[config.mk]
export PLATFORM = sky130hd
export DESIGN_NAME = timer8_pwm_ppg_output
export DESIGN_NICKNAME = d
export VERILOG_FILES = /design/src/logic/timer8_pkg.sv /design/src/logic/clock_prescaler.sv /design/src/logic/bit_sync.sv /design/src/logic/timer8_pwm_ppg_output.sv
export VERILOG_INCLUDE_DIRS = /design/src /design/src/logic
export SDC_FILE = /design/constraint.sdc
export NUM_CORES = 1
export LEC_CHECK = 0
export ABC_AREA = 1
export ABC_CLOCK_PERIOD_IN_PS = 3550
export BUFFER_PORTS_ARGS = -buffer_cell sky130_fd_sc_hd__buf_4
export CAP_MARGIN = 20
export CORE_MARGIN = 5
export CORE_UTILIZATION = 57
export DETAILED_ROUTE_END_ITERATION = 12
export PLACE_DENSITY = 0.9
export SYNTH_ARGS = -nofsm -noshare
export SYNTH_HDL_FRONTEND = slang
export SYNTH_SLANG_ARGS = --single-unit
[constraint.sdc]
create_clock -name aclk -period 3.55 [get_ports aclk]
set_input_delay 0.355 -clock aclk [delete_from_list [all_inputs] [get_ports aclk]]
set_output_delay 0.355 -clock aclk [all_outputs]
set_load 0.005 [all_outputs]
[src/logic/timer8_defines.svh]
/*
  Constants for the 8-bit pulse timer channel: register offsets, field
  positions, reset values and mode codes.
  Assumes inclusion by bare name from design files under logic/.
*/
// Contract
// - buffer_enable 0 disables, 1 enables double buffer
// - buffered running write lands only in buffer
// - even PWM overflow: irq and buffer copy
// - buffered duty read returns buffer value
// - buffered stopped write updates both registers
// - unbuffered write takes effect immediately
// - duty below count waits for overflow match
// - duty equal count matches right after write; here it waits for the next overflow match
// - clock_select picks gear or low-speed divided clock
// - mode register writes ignored while running
// - run bit starts up counter per source tick
// - idle output equals initial_level bit
// - PPG duty match toggles output away from idle
// - PPG cycle match restores idle, raises irq
// - clearing run stops, zeroes counter, idles output
// - output_and_enable ANDs with sibling output
// - PWM toggles on low 7 bits equal duty
// - extra pulse bit lengthens even pulses by one
// - PWM overflow at 128 clears, toggles back
`ifndef TIMER8_DEFINES_SVH
`define TIMER8_DEFINES_SVH

// register byte offsets
`define OFF_DUTY 4'h0
`define OFF_CYCLE 4'h4
`define OFF_MODE 4'h8
`define OFF_PAIR 4'hC
`define OFF_SYS 5'h10
`define ADDR_W 5

// mode register fields
`define MODE_CLK_LSB 0
`define MODE_CLK_MSB 2
`define MODE_OPM_LSB 4
`define MODE_OPM_MSB 5
`define MODE_EXT_BIT 3
`define MODE_INIT_BIT 6
`define MODE_DBE_BIT 7
`define MODE_RESET 8'h00

// pair and system control fields
`define PAIR_RUN_BIT 0
`define PAIR_CAS_BIT 1
`define PAIR_AND_BIT 2
`define SYS_LOW_BIT 0
`define SYS_SLOW_BIT 1

`define DUTY_RESET 8'hFF
`define CYCLE_RESET 8'hFF
`define CNT_ZERO 8'h00
`define PWM_WRAP 8'h80
`define ONE8 8'h01

// operating mode codes
`define OPM_PWM 2'h2
`define OPM_PPG 2'h3

`endif

[src/logic/timer8_pkg.sv]
/*
  Types for the 8-bit pulse timer channel.
  Assumes the defines header is compiled alongside.
*/
package timer8_pkg;
  typedef enum logic [2:0] {
    ST_IDLE = 3'b001,
    ST_PWM = 3'b010,
    ST_PPG = 3'b100
  } run_state_e;
  typedef logic [7:0] byte_t;
endpackage

[src/logic/clock_prescaler.sv]
/*
  Source-clock prescaler: turns the gear clock and a low-speed tick into
  one-cycle tick enables, picked by clock_select.
  Assumes low_tick is already synchronous one-cycle pulses on aclk.
*/
`timescale 1ns/1ps
`default_nettype none
`include "timer8_defines.svh"
module clock_prescaler
  import timer8_pkg::*;
(
  // clock and reset
  input wire logic aclk,
  input wire logic aresetn,
  // control
  input wire logic enable,
  input wire logic [2:0] clock_select,
  input wire logic low_clock_option,
  input wire logic slow_mode,
  input wire logic low_tick,
  // tick out
  output logic tick
);
  logic [10:0] gear_reg;
  logic [3:0] low_reg;
  logic [11:0] gear_carry;
  logic [4:0] low_carry;
  logic use_low;

  // a divider bit rising means 2^(k+1) gear cycles elapsed
  assign gear_carry = {1'b1, ~gear_reg & (gear_reg + 11'h001)} ;
  assign low_carry = {1'b1, ~low_reg & (low_reg + 4'h1)};
  assign use_low = low_clock_option | slow_mode;

  always_ff @(posedge aclk) begin
    if (!aresetn || !enable) begin
      gear_reg <= 11'h000;
      low_reg <= 4'h0;
    end else begin
      gear_reg <= gear_reg + 11'h001;
      if (low_tick)
        low_reg <= low_reg + 4'h1;
    end
  end

  always_comb begin
    tick = 1'b0;
    unique case (clock_select)
      3'h0: tick = use_low ? (low_tick & low_carry[3]) : gear_carry[10];
      3'h1: tick = use_low ? (low_tick & low_carry[2]) : gear_carry[9];
      3'h2: tick = gear_carry[7];
      3'h3: tick = gear_carry[5];
      3'h4: tick = gear_carry[3];
      3'h5: tick = gear_carry[1];
      3'h6: tick = gear_carry[0];
      3'h7: tick = use_low ? (low_tick & low_carry[1]) : 1'b1;
    endcase
  end
endmodule
`default_nettype wire

[src/logic/bit_sync.sv]
/*
  Two-flop synchroniser for one level from outside the aclk domain.
  Assumes nothing reads the first stage.
*/
`timescale 1ns/1ps
`default_nettype none
module bit_sync (
  // clock and reset
  input wire logic aclk,
  input wire logic aresetn,
  // data
  input wire logic d,
  output logic q
);
  logic meta_reg;
  always_ff @(posedge aclk) begin
    if (!aresetn) begin
      meta_reg <= 1'b0;
      q <= 1'b0;
    end else begin
      meta_reg <= d;
      q <= meta_reg;
    end
  end
endmodule
`default_nettype wire

[src/logic/timer8_pwm_ppg_output.sv]
/*
  One 8-bit timer channel in 7-bit PWM or PPG output mode, with duty
  double buffer, initial level, AND with sibling output and period irq.
  Assumes an AXI4-Lite master on aclk; sibling output and low-speed clock
  arrive from outside and are synchronised here.
*/
`timescale 1ns/1ps
`default_nettype none
`include "timer8_defines.svh"
module timer8_pwm_ppg_output
  import timer8_pkg::*;
(
  // clock and reset
  input wire logic aclk,
  input wire logic aresetn,
  // axi4-lite write address
  input wire logic [`ADDR_W-1:0] s_axi_awaddr,
  input wire logic s_axi_awvalid,
  output logic s_axi_awready,
  // axi4-lite write data
  input wire logic [31:0] s_axi_wdata,
  input wire logic [3:0] s_axi_wstrb,
  input wire logic s_axi_wvalid,
  output logic s_axi_wready,
  // axi4-lite write response
  output logic [1:0] s_axi_bresp,
  output logic s_axi_bvalid,
  input wire logic s_axi_bready,
  // axi4-lite read
  input wire logic [`ADDR_W-1:0] s_axi_araddr,
  input wire logic s_axi_arvalid,
  output logic s_axi_arready,
  output logic [31:0] s_axi_rdata,
  output logic [1:0] s_axi_rresp,
  output logic s_axi_rvalid,
  input wire logic s_axi_rready,
  // outside world
  input wire logic low_speed_clock,
  input wire logic sibling_pulse,
  // outputs
  output logic pulse_out_pin,
  output logic pulse_level,
  output logic timer_irq
);
  // =====================================================
  // registers
  byte_t duty_buf_reg, duty_compare_reg, cycle_buf_reg, cycle_compare_reg;
  byte_t channel_mode_reg, count_reg, count_next;
  logic [2:0] pair_control_reg;
  logic [1:0] system_control_reg;
  logic level_reg, level_next, irq_reg, irq_next, ovf_odd_reg, ovf_odd_next;
  logic pulse_odd_reg, pulse_odd_next, ext_pending_reg, ext_pending_next;
  logic duty_wr_pend_reg;
  run_state_e state_reg, state_next;

  // =====================================================
  // bus slave
  logic aw_held_reg, w_held_reg;
  logic [`ADDR_W-1:0] aw_addr_reg;
  logic [31:0] w_data_reg;
  logic [3:0] w_strb_reg;
  logic wr_go, rd_go, wr_ok, rd_ok;
  logic wr_duty, wr_cycle, wr_mode, wr_pair, wr_sys;
  logic [31:0] rd_word;

  assign s_axi_awready = !aw_held_reg && !s_axi_bvalid;
  assign s_axi_wready = !w_held_reg && !s_axi_bvalid;
  assign wr_go = aw_held_reg && w_held_reg && !s_axi_bvalid;
  assign wr_ok = wr_go && w_strb_reg[0];
  assign wr_duty = wr_ok && aw_addr_reg == {1'b0, `OFF_DUTY};
  assign wr_cycle = wr_ok && aw_addr_reg == {1'b0, `OFF_CYCLE};
  assign wr_mode = wr_ok && aw_addr_reg == {1'b0, `OFF_MODE};
  assign wr_pair = wr_ok && aw_addr_reg == {1'b0, `OFF_PAIR};
  assign wr_sys = wr_ok && aw_addr_reg == `OFF_SYS;
  assign s_axi_arready = !s_axi_rvalid;
  assign rd_go = s_axi_arvalid && s_axi_arready;

  always_ff @(posedge aclk) begin
    if (!aresetn) begin
      aw_held_reg <= 1'b0;
      w_held_reg <= 1'b0;
      aw_addr_reg <= '0;
      w_data_reg <= 32'h0000_0000;
      w_strb_reg <= 4'h0;
      s_axi_bvalid <= 1'b0;
      s_axi_bresp <= 2'h0;
    end else begin
      if (s_axi_awvalid && s_axi_awready) begin
        aw_held_reg <= 1'b1;
        aw_addr_reg <= s_axi_awaddr;
      end
      if (s_axi_wvalid && s_axi_wready) begin
        w_held_reg <= 1'b1;
        w_data_reg <= s_axi_wdata;
        w_strb_reg <= s_axi_wstrb;
      end
      if (wr_go) begin
        aw_held_reg <= 1'b0;
        w_held_reg <= 1'b0;
        s_axi_bvalid <= 1'b1;
        s_axi_bresp <= (wr_duty | wr_cycle | wr_mode | wr_pair | wr_sys
                        | !w_strb_reg[0]) ? 2'h0 : 2'h2;
      end else if (s_axi_bready)
        s_axi_bvalid <= 1'b0;
    end
  end

  always_comb begin
    rd_ok = 1'b1;
    rd_word = 32'h0000_0000;
    unique case (s_axi_araddr)
      {1'b0, `OFF_DUTY}: rd_word[7:0] = channel_mode_reg[`MODE_DBE_BIT] ?
                                        duty_buf_reg : duty_compare_reg;
      {1'b0, `OFF_CYCLE}: rd_word[7:0] = channel_mode_reg[`MODE_DBE_BIT] ?
                                         cycle_buf_reg : cycle_compare_reg;
      {1'b0, `OFF_MODE}: rd_word[7:0] = channel_mode_reg;
      {1'b0, `OFF_PAIR}: rd_word[2:0] = pair_control_reg;
      `OFF_SYS: rd_word[1:0] = system_control_reg;
      default: rd_ok = 1'b0;
    endcase
  end

  always_ff @(posedge aclk) begin
    if (!aresetn) begin
      s_axi_rvalid <= 1'b0;
      s_axi_rdata <= 32'h0000_0000;
      s_axi_rresp <= 2'h0;
    end else if (rd_go) begin
      s_axi_rvalid <= 1'b1;
      s_axi_rdata <= rd_word;
      s_axi_rresp <= rd_ok ? 2'h0 : 2'h2;
    end else if (s_axi_rready)
      s_axi_rvalid <= 1'b0;
  end

  // =====================================================
  // control decode
  logic running, dbe, init_lvl, tick, low_lvl, low_lvl_d, low_tick, sib;
  logic [1:0] opm;
  logic pwm_mode, ppg_mode;

  assign running = pair_control_reg[`PAIR_RUN_BIT];
  assign dbe = channel_mode_reg[`MODE_DBE_BIT];
  assign init_lvl = channel_mode_reg[`MODE_INIT_BIT];
  assign opm = channel_mode_reg[`MODE_OPM_MSB:`MODE_OPM_LSB];
  assign pwm_mode = opm == `OPM_PWM;
  assign ppg_mode = opm == `OPM_PPG;
  assign low_tick = low_lvl & ~low_lvl_d;

  bit_sync u_low_sync (
    .aclk(aclk),
    .aresetn(aresetn),
    .d(low_speed_clock),
    .q(low_lvl)
  );

  bit_sync u_sib_sync (
    .aclk(aclk),
    .aresetn(aresetn),
    .d(sibling_pulse),
    .q(sib)
  );

  clock_prescaler u_presc (
    .aclk(aclk),
    .aresetn(aresetn),
    .enable(running),
    .clock_select(channel_mode_reg[`MODE_CLK_MSB:`MODE_CLK_LSB]),
    .low_clock_option(system_control_reg[`SYS_LOW_BIT]),
    .slow_mode(system_control_reg[`SYS_SLOW_BIT]),
    .low_tick(low_tick),
    .tick(tick)
  );

  always_ff @(posedge aclk) begin
    if (!aresetn) begin
      channel_mode_reg <= `MODE_RESET;
      pair_control_reg <= 3'h0;
      system_control_reg <= 2'h0;
      duty_buf_reg <= `DUTY_RESET;
      cycle_buf_reg <= `CYCLE_RESET;
      low_lvl_d <= 1'b0;
    end else begin
      low_lvl_d <= low_lvl;
      if (wr_mode && !running)
        channel_mode_reg <= w_data_reg[7:0];
      if (wr_pair)
        pair_control_reg <= w_data_reg[2:0];
      if (wr_sys)
        system_control_reg <= w_data_reg[1:0];
      if (wr_duty)
        duty_buf_reg <= w_data_reg[7:0];
      if (wr_cycle)
        cycle_buf_reg <= w_data_reg[7:0];
    end
  end

  // =====================================================
  // counter and compare
  logic [6:0] pwm_target;
  logic [7:0] count_plus;
  logic pwm_hit, ppg_duty_hit, ppg_cycle_hit, pwm_wrap, even_wrap;
  logic duty_hit_now, load_duty, load_cycle;

  // lengthen every second duty pulse by one count
  assign pwm_target = duty_compare_reg[7:1] +
                      {6'h00, duty_compare_reg[0] & pulse_odd_reg};
  // matches fire as the count reaches the value, so a period of n is n ticks
  assign count_plus = count_reg + `ONE8;
  // compare is against the next count, so a write equal to the current count waits for the wrap
  assign pwm_hit = count_plus[6:0] == pwm_target;
  assign ppg_duty_hit = count_plus == duty_compare_reg;
  assign ppg_cycle_hit = count_plus == cycle_compare_reg;
  assign pwm_wrap = count_reg == (`PWM_WRAP - `ONE8);
  assign even_wrap = pwm_wrap && ovf_odd_reg;
  // a hit is taken only when the count arrives, never skipped back
  assign duty_hit_now = pwm_mode ? pwm_hit : ppg_duty_hit;
  assign load_duty = dbe ? (wr_duty && !running) || (tick && state_reg != ST_IDLE
                     && (pwm_mode ? even_wrap : ppg_cycle_hit)) : wr_duty;
  assign load_cycle = dbe ? (wr_cycle && !running) ||
                      (tick && state_reg == ST_PPG && ppg_cycle_hit) : wr_cycle;

  always_comb begin
    state_next = state_reg;
    count_next = count_reg;
    level_next = level_reg;
    irq_next = 1'b0;
    ovf_odd_next = ovf_odd_reg;
    pulse_odd_next = pulse_odd_reg;
    ext_pending_next = ext_pending_reg;
    unique case (state_reg)
      ST_IDLE: begin
        count_next = `CNT_ZERO;
        level_next = init_lvl;
        ovf_odd_next = 1'b0;
        pulse_odd_next = 1'b0;
        if (running)
          state_next = pwm_mode ? ST_PWM : ST_PPG;
      end
      ST_PWM: begin
        if (!running) begin
          state_next = ST_IDLE;
          count_next = `CNT_ZERO;
          level_next = init_lvl;
        end else if (tick) begin
          count_next = pwm_wrap ? `CNT_ZERO : count_reg + `ONE8;
          if (pwm_hit && level_reg == init_lvl) begin
            level_next = ~init_lvl;
            pulse_odd_next = ~pulse_odd_reg;
          end
          if (pwm_wrap) begin
            level_next = init_lvl;
            ovf_odd_next = ~ovf_odd_reg;
            irq_next = ovf_odd_reg;
          end
        end
      end
      ST_PPG: begin
        if (!running) begin
          state_next = ST_IDLE;
          count_next = `CNT_ZERO;
          level_next = init_lvl;
        end else if (tick) begin
          count_next = count_reg + `ONE8;
          if (ppg_duty_hit)
            level_next = ~init_lvl;
          if (ppg_cycle_hit) begin
            count_next = `CNT_ZERO;
            level_next = init_lvl;
            irq_next = 1'b1;
          end
        end
      end
      default: state_next = ST_IDLE;
    endcase
  end

  always_ff @(posedge aclk) begin
    if (!aresetn) begin
      state_reg <= ST_IDLE;
      count_reg <= `CNT_ZERO;
      level_reg <= 1'b0;
      irq_reg <= 1'b0;
      ovf_odd_reg <= 1'b0;
      pulse_odd_reg <= 1'b0;
      ext_pending_reg <= 1'b0;
      duty_wr_pend_reg <= 1'b0;
      duty_compare_reg <= `DUTY_RESET;
      cycle_compare_reg <= `CYCLE_RESET;
      pulse_out_pin <= 1'b0;
    end else begin
      state_reg <= state_next;
      count_reg <= count_next;
      level_reg <= level_next;
      irq_reg <= irq_next;
      ovf_odd_reg <= ovf_odd_next;
      pulse_odd_reg <= pulse_odd_next;
      ext_pending_reg <= ext_pending_next;
      duty_wr_pend_reg <= duty_hit_now;
      if (load_duty)
        duty_compare_reg <= (wr_duty && (!dbe || !running)) ? w_data_reg[7:0]
                                                             : duty_buf_reg;
      if (load_cycle)
        cycle_compare_reg <= (wr_cycle && (!dbe || !running)) ? w_data_reg[7:0]
                                                              : cycle_buf_reg;
      pulse_out_pin <= pair_control_reg[`PAIR_AND_BIT] ? (level_next & sib)
                                                       : level_next;
    end
  end

  assign pulse_level = level_reg;
  assign timer_irq = irq_reg;
endmodule
`default_nettype wire

==> summary.txt, run 1 <==
Outcome
  – Status: completed

Setup path
  – Critical Path AT: 3.39 ns
  – Crit-path max cell delay: 0.43 ns
  – WP buf/inv: 1
  – Worst Path Max Fanout: 7
  – Crit. End Element: register
  – CP dominant cell by count: nand2_1
  – CP Launch Type: register
  – Slowest cell on the critical path: dfxtp_1
  – CP delay by family, top: simple AND/OR/NAND/NOR gates
  – CP required: 3.85 ns
  – Kind of critical path: reg -> reg
  – Worst-path cell chain: ha_1 -> nand2_1 -> nor2_1 -> inv_1 -> nor4_2 -> nand3_1 -> nor2_1 -> ha_1 -> nand3_1 -> nand3_1 -> nand2_1 -> nand2_1 -> nand2_1 -> a21oi_1 -> nand2_1 -> a21oi_2 -> nand2_1 -> a21oi_1

Synthesis
  – Post-synth top area cell: dfxtp_1
  – Most used DFF post-synth: dfxtp_1
  – Ys async rst share: 0%
  – Area contributors post-synth: dfxtp_1 37%, nand2_1 15%, inv_1 6.7%
  – Mapped Avg Cell Area: 6.88 sq um
  – Synthesized cell area: 5950 sq um
  – Share of Yosys cell area claimed by the top area cell type: 36.7%
  – Synthesized flop and latch total: 109
  – Library cells used by synthesis: 47
  – Post-synthesis sequential area ratio: 36.7%
  – Synthesis warning total: 0
  – EDFF count, synth: 0
  – Mapped Cells: 864

Routing
  – DRC: 0
  – DRT Pass-1 Iters: 6
  – Initial DRC count: 571
  – DR WL/cell: 13.9 um
  – DRT antenna net count: 0
  – DR vias/cell: 5.46
  – Routed WL: 14500 um
  – Total number of vias: 5689

Clocking
  – Setup bufs post-CTS: 0
  – Clk_lat worst skew: 0.39 ns
  – CTS H-Tree Depth: 3
  – CTS Buf Count: 9
  – Clock Tree Buf Depth: 2
  – CTS tree: done
  – Clock sinks: 109
  – Root buf cell: clkbuf_8
  – Clock slew at reported path FFs: 0.11 ns

STA
  – Final setup violation count: 0
  – Fmax: 324 MHz
  – Worst-margin pin slew: 0.673 ns
  – Clock Skew: 0.0123 ns
  – Tmin final: 3.09 ns
  – Hold Vio Cnt, Final: 0
  – Max-slew headroom: 54.7%
  – RSZ-0062 raised after global routing: false
  – Setup TNS: 0 ns
  – Slew Viols, Final: 0
  – Fin crit share: 87.0%

Power
  – Peak VDD IR: 0.000233 V
  – Flop pwr share: 58.9%
  – Leakage dissipation: 2.90 nW
  – Psw: 0.583 mW
  – Comb pwr share: 7.3%
  – Clock power frac: 33.9%
  – P per Cell Area: 333 nW/um^2
  – Final Power: 2.16 mW
  – Internal power: 1.58 mW
  – Sw Share: 27.0%

Place
  – Gpl congestion: 0.925
  – IO buf count: 45
  – Inst Count DP: 1024
  – Detailed Place HPWL: 11000 um

Run
  – Max Cap Viol: 0

Final layout
  – Final Instance Count excl. Fillers: 1041
  – Commonest non-fill, non-tap cell in the layout: nand2_1
  – Number of diodes: 0
  – Most frequent cells in the layout: 233 x nand2_1, 109 x dfxtp_1, 106 x inv_1
  – Max reg flops: 11
  – Share of layout cells above drive strength 1: 12.6%
  – Area grow syn2layout: 8.86%
  – Final #Nets: 969

Global routing
  – First-pass GRT wire length: 23900 um
  – Initial antenna violation count: 0
  – Largest net degree at the start of global routing: 43
  – Vias in the first global route: 5196
  – Total grt overflow: 0
  – Total track usage: 22.7%

Die
  – Core footprint: 10200 sq um
  – Die ar.: 12600 sq um
  – Die Width: 112 um
  – Total I/O pin count: 99
  – Initial Util: 58.1%
  – Height of the chip: 112 um
  – Num rows: 37

Hold path
  – Worst hold path class: in -> reg
## layout make-up
type                       instances  area [sq um]
tap                              136           170
multi-input combinational        617          3140
timing repair buffer              50           373
fill                             920          3760
inverter                         113           424
sequential                       109          2180
clock buffer                       9           124
clock inverter                     7          66.3
## repair_timing
item	CTS	global route
setup endpoints to repair	0	4
gates resized for setup	0	1
hold buffers	0	0
## tightest hold or removal path: stages
cell	delay, ns
buf_4	0.07
nand2_1	0.04
inv_1	0.04
## through the flow
stage | hold WS, ns | area, sq um | worst slack (ns) | utilization [%]
floorplan | 0.390 | 6040 | 0.981 | -
global placement | 0.392 | 6270 | 0.498 | 61.3
detailed placement | 0.399 | 6270 | 0.387 | 61.3
CTS | 0.123 | 6460 | 0.357 | 63.2
global route | 0.145 | 6470 | 0.124 | 63.3
finish | 0.138 | 6470 | 0.461 | 63.3
## kinds of logic (layout without fill, tap and decap cells)
group / after synthesis / after routing / synth area share (%)
adder cells (fa/ha/maj): 14 / 14 / 2.94
other: 1 / 26 / 0.0630
XOR/XNOR: 5 / 5 / 0.736
AO/OA/AOI/OAI: 168 / 168 / 17.9
flip-flops: 109 / 109 / 36.7
buffers and inverters: 163 / 179 / 12.3
AND/OR/NAND/NOR: 404 / 404 / 29.4
## cells in the mapped netlist, drive strengths merged, types with 2 or more instances
library cell and number:
a211oi 4, a21oi 54, buf 32, clkbuf 18
clkinv 3, dfxtp 109, ha 14, inv 110
nand2 243, nand3 47, nand3b 2, nand4 11
nor2 82, nor3 11, nor4 3, o2111ai 8
o211a 2, o211ai 25, o21ai 62, o221ai 3
o22ai 4, or2 4, xor2 4
## routing by layer
layer | part of all wire, % | track usage (%) | wire (um) | up-vias
met5 | 0 | 0 | 0 | -
met4 | 3.3 | 9.62 | 483 | 0
met3 | 8.0 | 4.42 | 1160 | 50
met2 | 45 | 35.8 | 6460 | 243
met1 | 44 | 30.5 | 6350 | 2553
li1 | - | - | - | 2843
## final timing paths
check	startpoint	to	slack [ns]	cells after the start
worst max-delay path	u_presc.gear_reg[0]	count_reg[3]	0.46	18
worst min-delay path	sibling_pulse	u_sib_sync.meta_reg	0.14	3
worst max register to register	u_presc.gear_reg[0]	count_reg[3]	0.46	18
worst min register to register	u_sib_sync.meta_reg	u_sib_sync.q	0.42	2
## power by group through the flow
stage,logic (mW),registers [mW],clock network [mW]
floorplan,0.116,1.29,0
global placement,0.152,1.30,0
detailed placement,0.155,1.30,0
CTS,0.156,1.27,0.739
global route,0.178,1.28,0.785
finish,0.157,1.27,0.731
Note: power is estimated with default switching activity, not from simulation.
==> run 2: changes to the inputs <==
--- a/config.mk
+++ b/config.mk
@@ -16,4 +16,5 @@
 export PLACE_DENSITY = 0.9
 export SYNTH_ARGS = -nofsm -noshare
 export SYNTH_HDL_FRONTEND = slang
+export SYNTH_HIERARCHICAL = 1
 export SYNTH_SLANG_ARGS = --single-unit
==> summary.txt, run 2 <==
Routing
  – Routed WL: 14900 um (+3.1%)
  – DRC: 0 (unchanged)
  – DR vias/cell: 5.53 (+1.1%)
  – DR WL/cell: 14.3 um (+3.1%)
  – DRT antenna net count: 0 (unchanged)
  – DRT Pass-1 Iters: 6 (unchanged)
  – Total number of vias: 5752 (+1.1%)
  – Initial DRC count: 582 (+1.9%)

STA
  – Fin crit share: 78.6% (-8.4 points)
  – Hold Vio Cnt, Final: 0 (unchanged)
  – Clock Skew: 0.0124 ns (+0.000157 ns)
  – Setup TNS: 0 ns (unchanged)
  – Tmin final: 2.79 ns (-0.298 ns)
  – WHS: 0.145 ns (+0.00642 ns)
  – Worst-margin pin slew: 1.01 ns (+0.340 ns)
  – Final setup violation count: 0 (unchanged)
  – Slew Viols, Final: 0 (unchanged)
  – RSZ-0062 raised after global routing: false
  – Fmax: 358 MHz (+11%)
  – Max-slew headroom: 31.9% (-23 points)

Final layout
  – Share of layout cells above drive strength 1: 11.4% (-1.2 points)
  – Most frequent cells in the layout: 231 x nand2_1, 109 x dfxtp_1, 101 x inv_1
  – Final #Nets: 969 (unchanged)
  – Design area: 6460 sq um (-0.19%)
  – Commonest non-fill, non-tap cell in the layout: nand2_1
  – Number of diodes: 0 (unchanged)
  – Max reg flops: 11 (unchanged)
  – Core Util, Final: 63.5% (+0.16 points)
  – Area grow syn2layout: 9.75%

Die
  – Num rows: 37 (unchanged)
  – Die ar.: 12500 sq um (-0.92%)
  – Die Width: 112 um (-0.46%)
  – Total I/O pin count: 99 (unchanged)
  – Height of the chip: 112 um (-0.46%)
  – Initial Util: 57.8% (-0.33 points)
  – Core footprint: 10200 sq um (-0.45%)

Clocking
  – CTS resizes: 0 (unchanged)
  – Setup bufs post-CTS: 0 (unchanged)
  – Clk_lat worst skew: 0.38 ns (about the same)
  – CTS H-Tree Depth: 3 (unchanged)
  – Clock slew at reported path FFs: 0.11 ns (about the same)
  – Clock Tree Buf Depth: 2 (unchanged)
  – # hold bufs at CTS: 0 (unchanged)
  – CTS tree: done
  – CTS Buf Count: 9 (unchanged)
  – Root buf cell: clkbuf_8
  – Clock sinks: 109 (unchanged)

Setup path
  – Critical Path AT: 3.04 ns (-0.35 ns)
  – Crit. End Element: register
  – CP delay by family, top: simple AND/OR/NAND/NOR gates
  – Crit-path max cell delay: 0.40 ns (-0.03 ns)
  – Slowest cell on the critical path: dfxtp_1
  – CP required: 3.80 ns (-0.05 ns)
  – CP Launch Type: register
  – WP buf/inv: 1 (unchanged)
  – Worst-path cell chain: ha_1 -> nand2_2 -> nor2_4 -> nand4_1 -> nor2_1 -> ha_1 -> nand2_1 -> o21ai_0 -> nand2_1 -> nand3_2 -> inv_1 -> nor3_1 -> nand4_2 -> nand2_2 -> o221ai_1
  – Kind of critical path: reg -> reg
  – Worst Path Max Fanout: 9 (+2)

Global routing
  – Initial antenna violation count: 0 (unchanged)
  – Met2 GRT Util: 41.3% (+5.6 points)
  – Vias in the first global route: 5450 (+4.9%)
  – GRT Max-Usage Layer: met2
  – Total grt overflow: 0 (unchanged)
  – Total track usage: 24.2% (+1.5 points)
  – First-pass GRT wire length: 25100 um (+4.7%)
  – Largest net degree at the start of global routing: 52 (+21%)
  – M3 GR Usage: 3.91% (-0.51 points)
  – Grt met1 use: 28.9% (-1.6 points)

Place
  – Detailed Place HPWL: 10900 um (-0.52%)
  – Gpl congestion: 0.933 (+0.82%)
  – IO buf count: 45 (unchanged)
  – Placed Area: 6230 sq um (-0.70%)

Synthesis
  – Post-synth top cells: 231 x nand2_1, 109 x dfxtp_1, 101 x inv_1
  – EDFF count, synth: 0 (unchanged)
  – Share of Yosys cell area claimed by the top area cell type: 37.1% (+0.37 points)
  – Synthesized cell area: 5890 sq um (-1.0%)
  – Area contributors post-synth: dfxtp_1 37%, nand2_1 15%, inv_1 6.4%
  – Post-synthesis sequential area ratio: 37.1% (+0.37 points)
  – Mapped Cells: 862 (-0.23%)
  – Synthesis warning total: 6 (+6)
  – Ys async rst share: 0% (unchanged)
  – Cell with the most instances after synthesis: nand2_1
  – Library cells used by synthesis: 44 (-6.4%)
  – Most used DFF post-synth: dfxtp_1
  – Mapped Avg Cell Area: 6.83 sq um (-0.78%)
  – Post-synth top area cell: dfxtp_1
  – Synthesized flop and latch total: 109 (unchanged)

Power
  – Sw Share: 25.4% (-1.6 points)
  – Clock power frac: 37.8% (+3.9 points)
  – Internal power: 1.72 mW (+9.0%)
  – P per Cell Area: 356 nW/um^2 (+6.9%)
  – Leakage dissipation: 3.08 nW (+6.2%)
  – Flop pwr share: 55.1% (-3.8 points)
  – Peak VDD IR: 0.000284 V (+22%)
  – Comb pwr share: 7.1% (-0.2 points)
  – Psw: 0.584 mW (+0.22%)

Hold path
  – Worst hold path class: in -> reg

Outcome
  – Status: completed

Run
  – Max Cap Viol: 0 (unchanged)
==> run 2: changes by cell type in the layout (fill, tap and decap cells not counted), moves of 8 or more <==
cell	change
o21ai_0	-16
o221ai_1	+16
a21oi_1	+9
o211ai_2	-9
nand3_1	+8
o2111ai_1	-8
==> run 2: final timing paths <==
kind                                          start              endpoint  slack, ns  cells after the start
worst max-delay path            u_presc/gear_reg[0]  cycle_compare_reg[6]       0.76                     15
worst min-delay path                  sibling_pulse   u_sib_sync/meta_reg       0.14                      3
worst max register to register  u_presc/gear_reg[0]  cycle_compare_reg[6]       0.76                     15
worst min register to register  u_low_sync/meta_reg          u_low_sync/q       0.43                      2
==> run 2: power by group through the flow <==
stage                     combinational [mW]  sequential (mW)  clock [mW]
final                                  0.164             1.27       0.870
after global routing                   0.185             1.27       0.928
after CTS                              0.164             1.27       0.877
after detailed placement               0.162             1.30           0
after global placement                 0.158             1.29           0
after floorplan                        0.120             1.29           0
==> run 2: logic make-up (layout without fill, tap and decap cells) <==
logic type | count (synthesis) | count (layout) | synth area share [%]
buffers and inverters | 159 | 177 | 12.2
xor gates and xnor gates | 4 | 4 | 0.595
and+or+nand+nor | 406 | 406 | 29.6
adders and majority gates | 14 | 14 | 2.97
DFF | 109 | 109 | 37.1
other | 1 | 26 | 0.0637
AOI/OAI and AO/OA | 169 | 169 | 17.4
==> run 2: stage by stage <==
step                setup WS, ns  total power, mW  cells
CTS                        0.794             2.31   1041
finish                     0.759             2.30   1041
global route               0.515             2.39   1041
global placement           0.879             1.45   1025
detailed placement         0.824             1.46   1025
floorplan                   1.31             1.41    887
==> run 2: worst reg2reg max path: cells and delay by family (launching register included) <==
kind	cells	cell delay, ns
AO/OA/AOI/OAI	2	0.25
adder cells (fa/ha/maj)	2	0.36
buffers and inverters	1	0.09
flip-flops	1	0.40
AND/OR/NAND/NOR	10	1.56
==> run 2: layout make-up <==
| cell class | count | area (sq um) |
|---|---|---|
| inverters | 113 | 438 |
| clock buffers | 10 | 128 |
| multi-input cells | 619 | 3080 |
| repair buffers | 48 | 360 |
| fillers | 891 | 3720 |
| well taps | 136 | 170 |
| flip-flops and latches | 109 | 2180 |
| clock inverters | 6 | 105 |
==> run 2: layer usage <==
metal | vias to the layer above | share of wire (%)
met5 | - | 0
met1 | 2599 | 39
met2 | 238 | 49
met4 | 0 | 4.2
li1 | 2860 | -
met3 | 55 | 7.6
